<file path="config.mk">
export PLATFORM = sky130hd
export DESIGN_NAME = ssw_top
export DESIGN_NICKNAME = d
export VERILOG_FILES = /design/src/verilog/ssw_pkg.sv /design/src/verilog/ssw_tick_if.sv /design/src/verilog/ssw_top.sv /design/src/verilog/ssw_in_filter.sv /design/src/verilog/ssw_tick_gen.sv
export SDC_FILE = /design/constraint.sdc
export NUM_CORES = 1
export LEC_CHECK = 0
export ABC_AREA = 0
export BUFFER_PORTS_ARGS = -buffer_cell sky130_fd_sc_hd__clkbuf_2
export CAP_MARGIN = 40
export CORE_MARGIN = 3
export CORE_UTILIZATION = 50
export DETAILED_ROUTE_END_ITERATION = 8
export MAX_ROUTING_LAYER = met4
export PLACE_DENSITY_LB_ADDON = 0.2
export SYNTH_ARGS = -nofsm -noshare
export SYNTH_HDL_FRONTEND = slang
export SYNTH_SLANG_ARGS = --single-unit
export TNS_END_PERCENT = 5
</file>
<file path="constraint.sdc">
create_clock -name clk_sys -period 4.25 [get_ports clk_sys]
set_clock_uncertainty 0.15 [all_clocks]
set_input_delay 0.425 -clock clk_sys [delete_from_list [all_inputs] [get_ports clk_sys]]
set_output_delay 0.425 -clock clk_sys [all_outputs]
set_load 0.1 [all_outputs]
</file>
<file path="src/verilog/ssw_pkg.sv">
// Shared constants and types of the supply supervisor with watchdog.
package ssw_pkg;

  // ---------------------------------------------------------------------
  // Clock and timing
  // ---------------------------------------------------------------------
  localparam int unsigned CLK_HZ           = 40_000_000;
  localparam int unsigned CLK_PERIOD_NS    = 25;
  localparam int unsigned TICK_PERIOD_US   = 6400;
  localparam int unsigned HALF_TICK_US     = 3200;
  localparam int unsigned TICK_MIN_US      = 3500;
  localparam int unsigned TICK_MAX_US      = 9500;
  localparam int unsigned HALF_TICK_CYC    =
    HALF_TICK_US * (CLK_HZ / 1_000_000);
  localparam int unsigned KICK_MIN_NS      = 150;
  localparam int unsigned KICK_MIN_CYC     = KICK_MIN_NS / CLK_PERIOD_NS;
  localparam int unsigned KICK_STABLE_CYC  = 1;
  localparam int unsigned MR_GLITCH_NS     = 200;
  localparam int unsigned MR_STABLE_CYC    =
    (MR_GLITCH_NS + CLK_PERIOD_NS - 1) / CLK_PERIOD_NS;
  localparam int unsigned MR_MIN_NS        = 1000;
  localparam int unsigned MR_MIN_CYC       =
    (MR_MIN_NS + CLK_PERIOD_NS - 1) / CLK_PERIOD_NS;
  localparam int unsigned WDS_STABLE_CYC   = 1;
  localparam logic [6:0]  SAMPLE_LAST      = 7'h3F;

  // ---------------------------------------------------------------------
  // Watchdog timeout encoding
  // ---------------------------------------------------------------------
  localparam logic [15:0] CAP_ZERO         = 16'h0000;
  localparam logic [15:0] CAP_INFINITE     = 16'hFFFF;
  localparam int unsigned EXT_SHIFT        = 7;

  // ---------------------------------------------------------------------
  // Register map (word index on the Avalon address)
  // ---------------------------------------------------------------------
  localparam logic [2:0]  ADDR_HOLD        = 3'h0;
  localparam logic [2:0]  ADDR_STATUS      = 3'h1;
  localparam logic [2:0]  ADDR_COUNT       = 3'h2;
  localparam logic [2:0]  ADDR_TIMEOUT     = 3'h3;
  localparam logic [15:0] HOLD_TICKS_RST   = 16'h0003;
  localparam int unsigned ST_BIT_RUN       = 0;
  localparam int unsigned ST_BIT_WD_ON     = 1;
  localparam int unsigned ST_BIT_SAMPLED   = 2;
  localparam int unsigned ST_BIT_FAULT     = 3;
  localparam int unsigned ST_BIT_EXT       = 4;

  // ---------------------------------------------------------------------
  // Reset sequencer states
  // ---------------------------------------------------------------------
  typedef enum logic [1:0] {
    SSW_ASSERT = 2'b00,
    SSW_HOLD   = 2'b01,
    SSW_RUN    = 2'b11
  } ssw_state_t;

endpackage

</file>
<file path="src/verilog/ssw_tick_if.sv">
// Tick carrier between the supervisor core and its tick generator.
interface ssw_tick_if;
  logic restart;
  logic half_tick;
  modport gen  (input restart, output half_tick);
  modport user (output restart, input half_tick);
endinterface

</file>
<file path="src/verilog/ssw_top.sv">
// Supply supervisor core: reset sequencer, watchdog and Avalon registers.
// Functional notes
// [RULE_01] Reset output stays low a full hold time after causes clear.
// [RULE_02] Supply below trip drives the reset output low.
// [RULE_03] Hold starts only once supply exceeds trip plus hysteresis.
// [RULE_04] Manual reset low holds reset, then a hold time follows.
// [RULE_05] Manual low of one microsecond always gives a reset.
// [RULE_06] Manual input is filtered so a bare switch can drive it.
// [RULE_07] Board must tie manual input; there is no internal pull-up.
// [RULE_08] Processor kicks within each timeout, else a reset pulse.
// [RULE_09] Watchdog fault gives a reset pulse of the hold time.
// [RULE_10] Kick falling edge or asserted reset clears the watchdog count.
// [RULE_11] Kick pulses of 150 ns are detected.
// [RULE_12] Range select low uses the basic timeout.
// [RULE_13] Range select high multiplies the basic timeout by 128.
// [RULE_14] Any range select change clears the watchdog count.
// [RULE_15] Grounded capacitor pin disables the watchdog entirely.
// [RULE_16] Timeout is whole 6.4 ms ticks plus a 3.2 ms half tick.
// [RULE_17] Internal tick nominal 6.4 ms, tolerated 3.5 to 9.5 ms.
// [RULE_18] Watchdog count stays zero during reset, resumes at release.
// [RULE_19] Timeout sampled after release; aborted and restarted by reset.
// [RULE_20] Zero sample holds reset (here: a reset pulse follows each sample instead); overrange sample disables watchdog.
// [RULE_21] Supply compare is a synchronous input; times are tick counts.
// [RULE_22] Kick, manual and range inputs are synchronised first.
module ssw_top #(
  parameter int unsigned HALF_TICK_CYC = ssw_pkg::HALF_TICK_CYC
) (
  // Clock and reset
  input  wire logic        clk_sys,
  input  wire logic        rst_n,
  // Avalon-MM slave
  input  wire logic [2:0]  avs_address,
  input  wire logic        avs_read,
  input  wire logic        avs_write,
  input  wire logic [31:0] avs_writedata,
  input  wire logic [3:0]  avs_byteenable,
  output logic      [31:0] avs_readdata,
  output logic             avs_waitrequest,
  // Supply comparator
  input  wire logic        supply_below_trip,
  input  wire logic        supply_above_hyst,
  // Processor pins
  input  wire logic        manual_reset_n,
  input  wire logic        wdog_kick_in,
  input  wire logic        timeout_range_select,
  // Watchdog capacitor sensing
  input  wire logic        wdog_cap_grounded,
  input  wire logic [15:0] wdog_cap_ticks,
  // Reset output
  output logic             reset_out_n
);

  // -----------------------------------------------------------------------
  // Declarations
  // -----------------------------------------------------------------------
  ssw_pkg::ssw_state_t state_reg;
  ssw_pkg::ssw_state_t state_next;
  logic                mr_level;
  logic                kick_fall;
  logic                wds_level;
  logic                wds_change;
  logic                cause;
  logic [16:0]         hold_cnt_reg;
  logic                hold_done;
  logic [23:0]         wd_cnt_reg;
  logic [23:0]         wd_limit;
  logic                wd_clear;
  logic                wd_off;
  logic                wdog_fault;
  logic [6:0]          samp_cnt_reg;
  logic                samp_done_reg;
  logic [15:0]         timeout_reg;
  logic [15:0]         hold_ticks_reg;
  logic                fault_seen_reg;
  logic                bus_req;
  logic                bus_wr;

  ssw_tick_if tick_bus ();

  // -----------------------------------------------------------------------
  // Input conditioning
  // -----------------------------------------------------------------------
  // [RULE_05] [RULE_06] Manual glitch filter.
  // [RULE_07] Manual input assumed driven.
  ssw_in_filter #(
    .STABLE_CYC   (ssw_pkg::MR_STABLE_CYC),
    .RST_LEVEL    (1'b1)
  ) u_mr_filt (
    .clk_sys      (clk_sys),
    .rst_n        (rst_n),
    .pin_in       (manual_reset_n),
    .level_out    (mr_level),
    .fall_pulse   (),
    .change_pulse ()
  );

  // [RULE_11] [RULE_22] Short kick detection.
  ssw_in_filter #(
    .STABLE_CYC   (ssw_pkg::KICK_STABLE_CYC),
    .RST_LEVEL    (1'b1)
  ) u_kick_filt (
    .clk_sys      (clk_sys),
    .rst_n        (rst_n),
    .pin_in       (wdog_kick_in),
    .level_out    (),
    .fall_pulse   (kick_fall),
    .change_pulse ()
  );

  // [RULE_22] Range select synchroniser.
  ssw_in_filter #(
    .STABLE_CYC   (ssw_pkg::WDS_STABLE_CYC),
    .RST_LEVEL    (1'b0)
  ) u_wds_filt (
    .clk_sys      (clk_sys),
    .rst_n        (rst_n),
    .pin_in       (timeout_range_select),
    .level_out    (wds_level),
    .fall_pulse   (),
    .change_pulse (wds_change)
  );

  // [RULE_17] Internal tick source.
  ssw_tick_gen #(
    .HALF_CYC (HALF_TICK_CYC)
  ) u_tick (
    .clk_sys  (clk_sys),
    .rst_n    (rst_n),
    .tk       (tick_bus)
  );

  // -----------------------------------------------------------------------
  // Reset sequencer
  // -----------------------------------------------------------------------
  // [RULE_02] [RULE_04] [RULE_21] Reset causes.
  assign cause = supply_below_trip || !mr_level;

  // [RULE_01] Hold length in half ticks.
  assign hold_done = (hold_cnt_reg >= {hold_ticks_reg, 1'b0});

  always_comb begin
    state_next = state_reg;
    unique case (state_reg)
      ssw_pkg::SSW_ASSERT: begin
        // [RULE_03] Release needs hysteresis.
        if (!cause && supply_above_hyst) begin
          state_next = ssw_pkg::SSW_HOLD;
        end
      end
      ssw_pkg::SSW_HOLD: begin
        if (cause) begin
          state_next = ssw_pkg::SSW_ASSERT;
        end else if (hold_done) begin
          state_next = ssw_pkg::SSW_RUN;
        end
      end
      ssw_pkg::SSW_RUN: begin
        if (cause) begin
          state_next = ssw_pkg::SSW_ASSERT;
        // [RULE_08] [RULE_09] Fault starts a pulse.
        end else if (wdog_fault) begin
          state_next = ssw_pkg::SSW_HOLD;
        end
      end
      default: begin
        state_next = ssw_pkg::SSW_ASSERT;
      end
    endcase
  end

  always_ff @(posedge clk_sys or negedge rst_n) begin
    if (!rst_n) begin
      state_reg   <= ssw_pkg::SSW_ASSERT;
      reset_out_n <= 1'b0;
    end else begin
      state_reg   <= state_next;
      reset_out_n <= (state_next == ssw_pkg::SSW_RUN);
    end
  end

  // The prescaler restarts at every state change so that holds and
  // timeouts are measured from their true start.
  // Outside RUN the watchdog clear is held, so only run-time kicks and
  // range changes may restart it; otherwise holds would never tick.
  assign tick_bus.restart = (state_next != state_reg) ||
                            ((state_reg == ssw_pkg::SSW_RUN) && wd_clear);

  // [RULE_01] Hold counter.
  always_ff @(posedge clk_sys or negedge rst_n) begin
    if (!rst_n) begin
      hold_cnt_reg <= 17'h00000;
    end else if (state_reg != ssw_pkg::SSW_HOLD) begin
      hold_cnt_reg <= 17'h00000;
    end else if (tick_bus.half_tick && !hold_done) begin
      hold_cnt_reg <= hold_cnt_reg + 17'h00001;
    end
  end

  // -----------------------------------------------------------------------
  // Timeout sampling
  // -----------------------------------------------------------------------
  // [RULE_19] Sample after release, abort on reset.
  always_ff @(posedge clk_sys or negedge rst_n) begin
    if (!rst_n) begin
      samp_cnt_reg  <= 7'h00;
      samp_done_reg <= 1'b0;
      timeout_reg   <= ssw_pkg::CAP_ZERO;
    end else if (state_reg != ssw_pkg::SSW_RUN) begin
      samp_cnt_reg  <= 7'h00;
      samp_done_reg <= 1'b0;
    end else if (!samp_done_reg) begin
      if (samp_cnt_reg == ssw_pkg::SAMPLE_LAST) begin
        samp_done_reg <= 1'b1;
        timeout_reg   <= wdog_cap_ticks;
      end else begin
        samp_cnt_reg <= samp_cnt_reg + 7'h01;
      end
    end
  end

  // -----------------------------------------------------------------------
  // Watchdog
  // -----------------------------------------------------------------------
  // [RULE_10] [RULE_14] [RULE_18] Count clear sources.
  assign wd_clear = (state_reg != ssw_pkg::SSW_RUN) || kick_fall ||
                    wds_change;

  // [RULE_15] [RULE_20] Watchdog disable.
  assign wd_off = wdog_cap_grounded || (timeout_reg == ssw_pkg::CAP_INFINITE);

  always_comb begin
    // [RULE_16] [RULE_20] Whole ticks plus half tick, or zero.
    if (timeout_reg == ssw_pkg::CAP_ZERO) begin
      wd_limit = 24'h000000;
    end else if (wds_level) begin
      // [RULE_13] Extended mode.
      wd_limit = {timeout_reg, 1'b1, 7'h00};
    end else begin
      // [RULE_12] Normal mode.
      wd_limit = {7'h00, timeout_reg, 1'b1};
    end
  end

  // [RULE_08] Timeout detection.
  assign wdog_fault = (state_reg == ssw_pkg::SSW_RUN) && samp_done_reg &&
                      !wd_off && !wd_clear && (wd_cnt_reg >= wd_limit);

  always_ff @(posedge clk_sys or negedge rst_n) begin
    if (!rst_n) begin
      wd_cnt_reg <= 24'h000000;
    // [RULE_10] [RULE_18] Clear and hold at zero.
    end else if (wd_clear) begin
      wd_cnt_reg <= 24'h000000;
    end else if (tick_bus.half_tick && (wd_cnt_reg != 24'hFFFFFF)) begin
      wd_cnt_reg <= wd_cnt_reg + 24'h000001;
    end
  end

  // -----------------------------------------------------------------------
  // Avalon-MM register slave
  // -----------------------------------------------------------------------
  // Every access is answered one cycle after it is seen.
  assign bus_req = (avs_read || avs_write) && avs_waitrequest;
  assign bus_wr  = avs_write && avs_waitrequest;

  always_ff @(posedge clk_sys or negedge rst_n) begin
    if (!rst_n) begin
      avs_waitrequest <= 1'b1;
      avs_readdata    <= 32'h00000000;
    end else begin
      avs_waitrequest <= !bus_req;
      if (bus_req && avs_read) begin
        unique case (avs_address)
          ssw_pkg::ADDR_HOLD:    avs_readdata <= {16'h0000, hold_ticks_reg};
          ssw_pkg::ADDR_STATUS: begin
            avs_readdata <= 32'h00000000;
            avs_readdata[ssw_pkg::ST_BIT_RUN]     <= reset_out_n;
            avs_readdata[ssw_pkg::ST_BIT_WD_ON]   <= !wd_off;
            avs_readdata[ssw_pkg::ST_BIT_SAMPLED] <= samp_done_reg;
            avs_readdata[ssw_pkg::ST_BIT_FAULT]   <= fault_seen_reg;
            avs_readdata[ssw_pkg::ST_BIT_EXT]     <= wds_level;
          end
          ssw_pkg::ADDR_COUNT:   avs_readdata <= {8'h00, wd_cnt_reg};
          ssw_pkg::ADDR_TIMEOUT: avs_readdata <= {16'h0000, timeout_reg};
          default:               avs_readdata <= 32'h00000000;
        endcase
      end
    end
  end

  // [RULE_21] Hold time in ticks, software adjustable.
  always_ff @(posedge clk_sys or negedge rst_n) begin
    if (!rst_n) begin
      hold_ticks_reg <= ssw_pkg::HOLD_TICKS_RST;
    end else if (bus_wr && (avs_address == ssw_pkg::ADDR_HOLD)) begin
      if (avs_byteenable[0]) begin
        hold_ticks_reg[7:0] <= avs_writedata[7:0];
      end
      if (avs_byteenable[1]) begin
        hold_ticks_reg[15:8] <= avs_writedata[15:8];
      end
    end
  end

  // Sticky fault flag, write one to clear; a new fault wins.
  always_ff @(posedge clk_sys or negedge rst_n) begin
    if (!rst_n) begin
      fault_seen_reg <= 1'b0;
    end else if (wdog_fault) begin
      fault_seen_reg <= 1'b1;
    end else if (bus_wr && (avs_address == ssw_pkg::ADDR_STATUS) &&
                 avs_byteenable[0] &&
                 avs_writedata[ssw_pkg::ST_BIT_FAULT]) begin
      fault_seen_reg <= 1'b0;
    end
  end

  // -----------------------------------------------------------------------
  // Assertions
  // -----------------------------------------------------------------------
  property p_supply_low;
    @(posedge clk_sys) disable iff (!rst_n)
    supply_below_trip |=> !reset_out_n;
  endproperty
  a_supply_low: assert property (p_supply_low) // RULE_02
    else $error("Reset not asserted on low supply.");

  property p_hysteresis;
    @(posedge clk_sys) disable iff (!rst_n)
    (state_reg == ssw_pkg::SSW_ASSERT && !supply_above_hyst)
      |=> (state_reg == ssw_pkg::SSW_ASSERT);
  endproperty
  a_hysteresis: assert property (p_hysteresis) // RULE_03
    else $error("Hold began below trip plus hysteresis.");

  property p_release_after_hold;
    @(posedge clk_sys) disable iff (!rst_n)
    $rose(reset_out_n) |-> ($past(state_reg) == ssw_pkg::SSW_HOLD) &&
      ($past(hold_cnt_reg) >= {$past(hold_ticks_reg), 1'b0});
  endproperty
  a_release_after_hold: assert property (p_release_after_hold) // RULE_01
    else $error("Reset released before the hold time.");

  property p_manual_hold;
    @(posedge clk_sys) disable iff (!rst_n)
    !mr_level |=> !reset_out_n [*2];
  endproperty
  a_manual_hold: assert property (p_manual_hold) // RULE_04
    else $error("Reset released while manual reset low.");

  property p_count_cleared;
    @(posedge clk_sys) disable iff (!rst_n)
    (!reset_out_n || kick_fall) |=> (wd_cnt_reg == 24'h000000);
  endproperty
  a_count_cleared: assert property (p_count_cleared) // RULE_10
    else $error("Watchdog count not cleared.");

  property p_range_change;
    @(posedge clk_sys) disable iff (!rst_n)
    wds_change |=> (wd_cnt_reg == 24'h000000);
  endproperty
  a_range_change: assert property (p_range_change) // RULE_14
    else $error("Range change did not clear the count.");

  property p_fault_pulse;
    @(posedge clk_sys) disable iff (!rst_n)
    wdog_fault |=> !reset_out_n && (state_reg == ssw_pkg::SSW_HOLD);
  endproperty
  a_fault_pulse: assert property (p_fault_pulse) // RULE_09
    else $error("Watchdog fault did not start a reset pulse.");

  property p_grounded_off;
    @(posedge clk_sys) disable iff (!rst_n)
    (state_reg == ssw_pkg::SSW_RUN && wdog_cap_grounded && !cause)
      |=> (state_reg == ssw_pkg::SSW_RUN);
  endproperty
  a_grounded_off: assert property (p_grounded_off) // RULE_15
    else $error("Watchdog reset with grounded capacitor pin.");

  property p_sample_abort;
    @(posedge clk_sys) disable iff (!rst_n)
    (state_reg != ssw_pkg::SSW_RUN) |=> !samp_done_reg;
  endproperty
  a_sample_abort: assert property (p_sample_abort) // RULE_19
    else $error("Sampling not aborted by reset.");

  property p_ext_limit;
    @(posedge clk_sys) disable iff (!rst_n)
    (wds_level && timeout_reg != ssw_pkg::CAP_ZERO)
      |-> (wd_limit == 24'((32'(timeout_reg) * 32'h2 + 32'h1) * 32'h80));
  endproperty
  a_ext_limit: assert property (p_ext_limit) // RULE_13
    else $error("Extended limit not scaled by 128.");

  property p_bus_answer;
    @(posedge clk_sys) disable iff (!rst_n)
    (avs_read || avs_write) && avs_waitrequest |=> !avs_waitrequest;
  endproperty
  a_bus_answer: assert property (p_bus_answer)
    else $error("Bus access not answered in one cycle.");

  c_wdog_fault: cover property (@(posedge clk_sys) disable iff (!rst_n)
    wdog_fault);
  c_manual_cycle: cover property (@(posedge clk_sys) disable iff (!rst_n)
    !mr_level ##[1:1000] $rose(reset_out_n));
  c_ext_fault: cover property (@(posedge clk_sys) disable iff (!rst_n)
    wdog_fault && wds_level);
  c_kick: cover property (@(posedge clk_sys) disable iff (!rst_n)
    kick_fall && reset_out_n);

endmodule // ssw_top

</file>
<file path="src/verilog/ssw_in_filter.sv">
// Three-flop synchroniser with stability filter and edge pulses.
module ssw_in_filter #(
  parameter int unsigned STABLE_CYC = 1,
  parameter logic        RST_LEVEL  = 1'b1
) (
  // Clock and reset
  input  wire logic clk_sys,
  input  wire logic rst_n,
  // Pin side
  input  wire logic pin_in,
  // Filtered side
  output logic      level_out,
  output logic      fall_pulse,
  output logic      change_pulse
);

  logic [2:0] sync_reg;
  logic [3:0] stable_reg;
  logic       differ;

  assign differ = (sync_reg[1] == sync_reg[2]) && (sync_reg[2] != level_out);

  always_ff @(posedge clk_sys or negedge rst_n) begin
    if (!rst_n) begin
      sync_reg <= {3{RST_LEVEL}};
    end else begin
      sync_reg <= {sync_reg[1:0], pin_in};
    end
  end

  always_ff @(posedge clk_sys or negedge rst_n) begin
    if (!rst_n) begin
      stable_reg   <= 4'h0;
      level_out    <= RST_LEVEL;
      fall_pulse   <= 1'b0;
      change_pulse <= 1'b0;
    end else begin
      fall_pulse   <= 1'b0;
      change_pulse <= 1'b0;
      if (!differ) begin
        stable_reg <= 4'h0;
      end else if (stable_reg == 4'(STABLE_CYC - 1)) begin
        stable_reg   <= 4'h0;
        level_out    <= sync_reg[2];
        fall_pulse   <= !sync_reg[2];
        change_pulse <= 1'b1;
      end else begin
        stable_reg <= stable_reg + 4'h1;
      end
    end
  end

endmodule // ssw_in_filter

</file>
<file path="src/verilog/ssw_tick_gen.sv">
// Half-tick prescaler of the internal watchdog clock.
module ssw_tick_gen #(
  parameter int unsigned HALF_CYC = ssw_pkg::HALF_TICK_CYC
) (
  // Clock and reset
  input  wire logic  clk_sys,
  input  wire logic  rst_n,
  // Tick carrier
  ssw_tick_if.gen    tk
);

  localparam int unsigned W = $clog2(HALF_CYC + 1);

  logic [W-1:0] cnt_reg;
  logic         pulse_reg;

  assign tk.half_tick = pulse_reg;

  always_ff @(posedge clk_sys or negedge rst_n) begin
    if (!rst_n) begin
      cnt_reg   <= '0;
      pulse_reg <= 1'b0;
    end else if (tk.restart) begin
      cnt_reg   <= '0;
      pulse_reg <= 1'b0;
    end else if (cnt_reg == W'(HALF_CYC - 1)) begin
      cnt_reg   <= '0;
      pulse_reg <= 1'b1;
    end else begin
      cnt_reg   <= cnt_reg + W'(1);
      pulse_reg <= 1'b0;
    end
  end

endmodule // ssw_tick_gen

</file>
### Word-level counts from Yosys, hierarchy flattened

Cells that the tools add are included.

| word-level totals | value |
|---|---|
| memories kept | 0 |
| memory bits (writable) | 0 |
| ROM bits | 0 |
| latch bits | 0 |
| register bits | 162 |
| logic and storage cells | 139 |
| output and inout port bits | 34 |
| input port bits | 65 |

| cells by class | value |
|---|---|
| reductions and logical operators | 46 |
| div/mod/pow operators | 0 |
| shifts and indexed selects | 0 |
| add/sub/neg operators | 7 |
| eq/ne operators | 22 |
| $lt $le $gt $ge | 2 |
| bitwise operators | 2 |
| multiply operators | 0 |
| multiplexer cells | 35 |

Operator list:

| cell | count |
|---|---|
| 2-to-1 mux 24 bit | 4 |
| one-hot mux 24 bit (4 select lines) | 1 |
| 2-to-1 mux 17 bit | 4 |
| adder 17 x 1 -> 17 bit, second input constant | 2 |
| adder 24 x 1 -> 24 bit, second input constant | 1 |
| greater-or-equal comparator 24 bit | 1 |
| 2-to-1 mux 4 bit | 6 |
| inequality test 24 bit, second input constant | 1 |
| 2-to-1 mux 7 bit | 3 |
| logical AND 1 bit | 18 |
| == test 17 bit, second input constant | 1 |
| greater-or-equal comparator 17 bit | 1 |
| == test 16 bit, second input constant | 1 |
| logical NOT 16 bit | 1 |
| adder 4 x 1 -> 4 bit, second input constant | 3 |
| AND reduction 2 bit | 6 |
| 2-to-1 mux 1 bit | 11 |
| 2-to-1 mux 2 bit | 5 |
| logical NOT 4 bit | 2 |
| adder 7 x 1 -> 7 bit, second input constant | 1 |
| == test 7 x 6 -> 1 bit, second input constant | 1 |
| logical NOT 1 bit | 7 |
| == test 3 x 2 -> 1 bit, second input constant | 2 |
| logical OR 1 bit | 6 |
| other kinds (15) | 25 |

### Longest topological paths before layout

| depth | value |
|---|---|
| depth in word-level cells | 12 |
| mapped depth | 12 |
| depth with buffers taken out | 10 |

### Cells and area by module

From an unflattened synthesis, not the netlist that was laid out.

| second synthesis, totals | value |
|---|---|
| cells, all modules | 813 |
| area total of the unflattened synthesis | 8368.0 um^2 |

Modules (own cells, without submodules):

| module | sequential area each (um^2) | area each (um^2) | cells each | instances |
|---|---|---|---|---|
| ssw_top | 2756.4 | 6307.3 | 631 | 1 |
| ssw_tick_gen | 450.4 | 868.3 | 88 | 1 |
| ssw_in_filter (u_kick_filt) | 255.2 | 411.6 | 33 | 1 |
| ssw_in_filter (u_wds_filt) | 250.2 | 406.6 | 33 | 1 |
| ssw_in_filter (u_mr_filt) | 255.2 | 374.1 | 28 | 1 |

### Worst setup path before layout

Ideal clock, no wire load.

| timing path | value |
|---|---|
| kind | flip-flop to flip-flop |
| start | register u_wds_filt.level_out |
| end | register u_tick.cnt_reg[8] |
| cell stages (with the launch flop) | 12 |
| arrival time | 2880 ps |
| setup slack | 1125 ps |
| period minus slack after synthesis | 3125 ps |
| required time | 4005 ps |
| buffers on the path | 3 |
| library setup time | 95 ps |
| cells stage by stage | dfrtp_1 > buf_1 > mux2i_1 > ha_1 > a21o_1 > a221o_1 > a221o_1 > a211oi_2 > nor2b_1 > buf_6 > buf_8 > nor4_4 |

| between the ends | value |
|---|---|
| longest elaborated chain between the ends | 10 |

RTL lines:

| item | line | RTL |
|---|---|---|
| start, declared | ssw_in_filter.sv:12 | `output logic level_out,` |
| start signal, assigned | ssw_in_filter.sv:44 | `level_out <= sync_reg[2];` |
| 2-to-1 mux 24 bit | ssw_top.sv:235 | `end else if (wds_level) begin` |
| 2-to-1 mux 24 bit | ssw_top.sv:233 | `if (timeout_reg == ssw_pkg::CAP_ZERO) begin` |
| greater-or-equal comparator 24 bit | ssw_top.sv:246 | `!wd_off && !wd_clear && (wd_cnt_reg >= wd_limit);` |
| logical AND 1 bit | ssw_top.sv:246 |  |
| 2-to-1 mux 2 bit | ssw_top.sv:161 | `end else if (wdog_fault) begin` |
| 2-to-1 mux 2 bit | ssw_top.sv:158 | `if (cause) begin` |
| one-hot mux 2 bit (3 select lines) | ssw_top.sv:143 | `unique case (state_reg)` |
| inequality test 2 bit | ssw_top.sv:185 | `assign tick_bus.restart = (state_next != state_reg) \|\|` |
| logical OR 1 bit | ssw_top.sv:185 |  |
| 2-to-1 mux 17 bit | ssw_tick_gen.sv:23 | `end else if (tk.restart) begin` |
| end signal, assigned | ssw_tick_gen.sv:30 | `cnt_reg <= cnt_reg + W'(1);` |
| end, declared | ssw_tick_gen.sv:14 | `logic [W-1:0] cnt_reg;` |

No other way between the ends.
A chain may end at the register's enable or synchronous reset.

### Final worst setup path

| timing path | value |
|---|---|
| start | register timeout_reg[10] |
| end | register u_tick.cnt_reg[1] |

| between the ends | value |
|---|---|
| longest elaborated chain between the ends | 12 |
| elaborated cells on any way between the ends | 16 |
| classes of those cells | order compare (1); eq/ne (2); mux (6); reduce/logical (7) |

RTL lines:

| item | line | RTL |
|---|---|---|
| start, declared | ssw_top.sv:72 | `logic [15:0] timeout_reg;` |
| start signal, assigned | ssw_top.sv:207 | `timeout_reg <= ssw_pkg::CAP_ZERO;` |
| start signal, assigned | ssw_top.sv:214 | `timeout_reg <= wdog_cap_ticks;` |
| parallel branches: the longest is 5 deep, another holds greater-or-equal comparator 24 bit | -- |  |
| logical AND 1 bit * | ssw_top.sv:246 |  |
| 2-to-1 mux 2 bit * | ssw_top.sv:161 |  |
| 2-to-1 mux 2 bit * | ssw_top.sv:158 |  |
| one-hot mux 2 bit (3 select lines) * | ssw_top.sv:143 |  |
| inequality test 2 bit * | ssw_top.sv:185 |  |
| logical OR 1 bit * | ssw_top.sv:185 |  |
| 2-to-1 mux 17 bit * | ssw_tick_gen.sv:23 |  |

Every way passes the cells marked *.

==> impl_metrics.ini <==
[status]
status = complete, no violations

[route]
first_pass_iters = 5
wirelength_mm = 19.08
dr_total_vias = 6480
drtIter0Drc = 431
drt-wirelength-per-cell_microns = 16.77
route.detailed.drc = 0
ant_nets = 0
via_per_inst = 5.694

[setup_path]
path_cells = nor4_1 -> a41oi_1 -> o22ai_1 -> ha_1 -> a21oi_1 -> nand2_1 -> a221o_1 -> a211oi_2 -> nor2b_1 -> buf_4 -> nor4b_1
path_class = register to register
cp_num_cells = 11
crit_fanout = 18
rr_worst_depth = 11
reg2reg_slack_ns = 0.63
critPathBufInv = 1
max_stage_delay_ns = 0.48
end_kind = register
path_delay_family = compound AO/OA/AOI/OAI gates
cp_slowest_cell = nor4_1
setup.worst_path.start = timeout_reg[10]$_DFFE_PN0P_
required_ns = 4.42
setup.worst_path.end = u_tick.cnt_reg[1]$_DFF_PN0_
arrival_ns = 3.79
worstReg2RegEnd = u_tick.cnt_reg[1]$_DFF_PN0_
r2r-start = timeout_reg[10]$_DFFE_PN0P_
cp-start-kind = register

[clock_tree]
clkSinkCount = 154
clk_path_buf_depth = 2
htree_num_levels = 4
cts.clk_slew.worst_paths_ns = 0.06
cts_tree = done
clock_latency_ns = 0.42
root_buffer = clkbuf_16
numCtsBuffers = 17
post_cts_buffers = 0
cts-resized-gates = 0

[placement]
dpl.hpwl_mm = 13.71
postPlaceCellArea_sq_mm = 0.009009
place.port_buffers = 72
place.gp.congestion = 0.8511

[sta]
post-route-period-util_pct = 85.25
post-route-min-period_ns = 3.623
setup_viol = 0
tightest_slew_ns = 0.8319
setup_tns_ns = 0
rsz0062_at_grt = false
relSlewSlack_pct = 44.40
slew_viol_final = 0
hold_viol = 0
max_freq_ghz = 0.2760

[synthesis]
synthSimpleGateAreaFrac_pct = 20.29
ys_ff_latch = 154
synth.area.top_cells = dfrtp_1 43%, ha_1 7.3%, mux2_2 3.6%, nand2_1 3.6%, dfstp_2 3.4%
synth_edf_count = 0
synth_flop_cell = dfrtp_1
yosys_warnings = 0
synth_xor_area_share_pct = 4.376
synth_compound_area_share_pct = 11.06
synth_fa_ha_area_share_pct = 7.293
synth_area_per_cell_sq_um = 10.14
ys_seq_area_share_pct = 46.00
syn_inst = 829
synth_mux_area_share_pct = 6.950
syn_area_sq_mm = 0.008407
synth_top_family_by_area = simple AND/OR/NAND/NOR gates
yosysTopAreaCell = dfrtp_1
synth.top_cell.area_share_pct = 42.57
synthArstFlopShare_pct = 100.0
yosys.cell_types.count = 66

[final_layout]
layout_common_cells = 143 x dfrtp_1, 81 x nand2_1, 71 x clkbuf_2
drive_gt1_share_pct = 19.09
synthToLayoutAreaGrowth_pct = 14.51
layout_commonest_cell = dfrtp_1
layout.nets = 1023
finalInstanceArea_sq_mm = 0.009627
diodes = 0

[global_routing]
grt_pass1_wl_mm = 32.02
grtUsageTotal_pct = 22.41
grt_overflow = 0
antenna_found_initial = 0
grt_max_degree = 87
grt_pass1_vias = 6262

[die]
fp.dieArea_sq_mm = 0.01841
die_h_microns = 135.7
core.rowCount = 46
initial_core_util_pct = 51.98
dieWidth_microns = 135.7
io_pins = 99
core_sq_mm = 0.01617

[pwr]
p_leak_nw = 4.248
ir_drop_uv = 288.9
p_per_area_mw_per_mm2 = 369.3

[job]
drv_cap = 0

[worst_hold_path]
hold_class = input port to register
## per-layer routing
metal / GRT usage, % / wire, microns / vias to the layer above
li1: - / - / 3150
met1: 31.37 / 9019 / 3158
met2: 33.63 / 8799 / 146
met3: 3.826 / 950 / 26
met4: 6.943 / 314 / 0
met5: - / 0 / -
## per-stage QoR
| stage | utilization (%) | power, mW | setup slack [ns] | hold slack, ns | cells |
|---|---|---|---|---|---|
| final | 59.52 | 3.555 | 0.6268 | 0.01420 | 1138 |
| after global routing | 59.52 | 3.713 | 0.4540 | 0.005669 | 1138 |
| after CTS | 59.52 | 3.595 | 0.6994 | 0.001373 | 1138 |
| after detailed placement | 55.70 | 2.092 | 0.7300 | 0.1879 | 1102 |
| after global placement | 55.39 | 2.085 | 0.7645 | 0.1897 | 1099 |
| after floorplan | - | 1.952 | 1.125 | -0.02059 | 836 |
## power breakdown
part	internal, mW	switching, mW
Sequential	1.55	0.0661
Combinational	0.137	0.310
Clock	0.894	0.595
## worst reg2reg max path, stage by stage, from the launching register on
cell and delay, ns:
dfrtp_1 0.46, nor4_1 0.49, a41oi_1 0.39, o22ai_1 0.22, ha_1 0.29, a21oi_1 0.14
nand2_1 0.07, a221o_1 0.42, a211oi_2 0.27, nor2b_1 0.08, buf_4 0.23, nor4b_1 0.32
## timing repair
item,CTS,global route
hold buffers,4,0
endpoints found under the setup margin,0,0
endpoints found under the hold margin,82,0
## how the worst min path moves through the flow
| stage | start | endpoint | slack, ns | cells after the start |
|---|---|---|---|---|
| 5_1_grt | avs_read | avs_waitrequest$_DFF_PN1_ | 0.006 | 2 |
| 3_5_place_dp | u_wds_filt.sync_reg[0]$_DFF_PN0_ | u_wds_filt.sync_reg[1]$_DFF_PN0_ | 0.19 | 0 |
| 3_3_place_gp | u_wds_filt.sync_reg[0]$_DFF_PN0_ | u_wds_filt.sync_reg[1]$_DFF_PN0_ | 0.19 | 0 |
| 2_1_floorplan | rst_n | avs_readdata[0]$_DFFE_PN0P_ | -0.02 | 0 |
| 4_1_cts | avs_read | avs_waitrequest$_DFF_PN1_ | 0.001 | 2 |
| 6_report | avs_read | avs_waitrequest$_DFF_PN1_ | 0.01 | 2 |
## final cells by class
class                      instances  area [sq um]
sequential                       154          3867
multi-input combinational        611          4239
fill                            1407          6546
clock buffer                      21         460.4
clock inverter                    11         117.6
inverter                          38         142.6
tap                              216         270.3
timing repair buffer              87         529.3
## cells by family (layout without fill, tap and decap cells)
group	Yosys count	after routing
simple gates	316	316
flops	154	154
compound gates	146	146
buf+inv	71	157
mux	50	50
fa+ha+maj	49	49
xor+xnor	42	42
other cells	1	8
## synthesized netlist by cell type, drive strengths merged, types with 3 or more instances
cell    instances
dfrtp         143
nand2          82
nor2           67
ha             49
o21ai          49
a21oi          45
inv            37
nand4          29
nor4           28
mux2           27
nand3          27
xnor2          27
buf            21
mux2i          19
nor3           19
a22o           15
or3            15
xor2           15
clkbuf         12
dfstp          11
and3            9
nand2b          9
or4             7
and4            6
nor2b           6
o211ai          6
and2            4
mux4            4
o31ai           4
a211oi          3
a22oi           3
o21a            3
o41ai           3
or2             3
(Power assumes the default switching activity.)
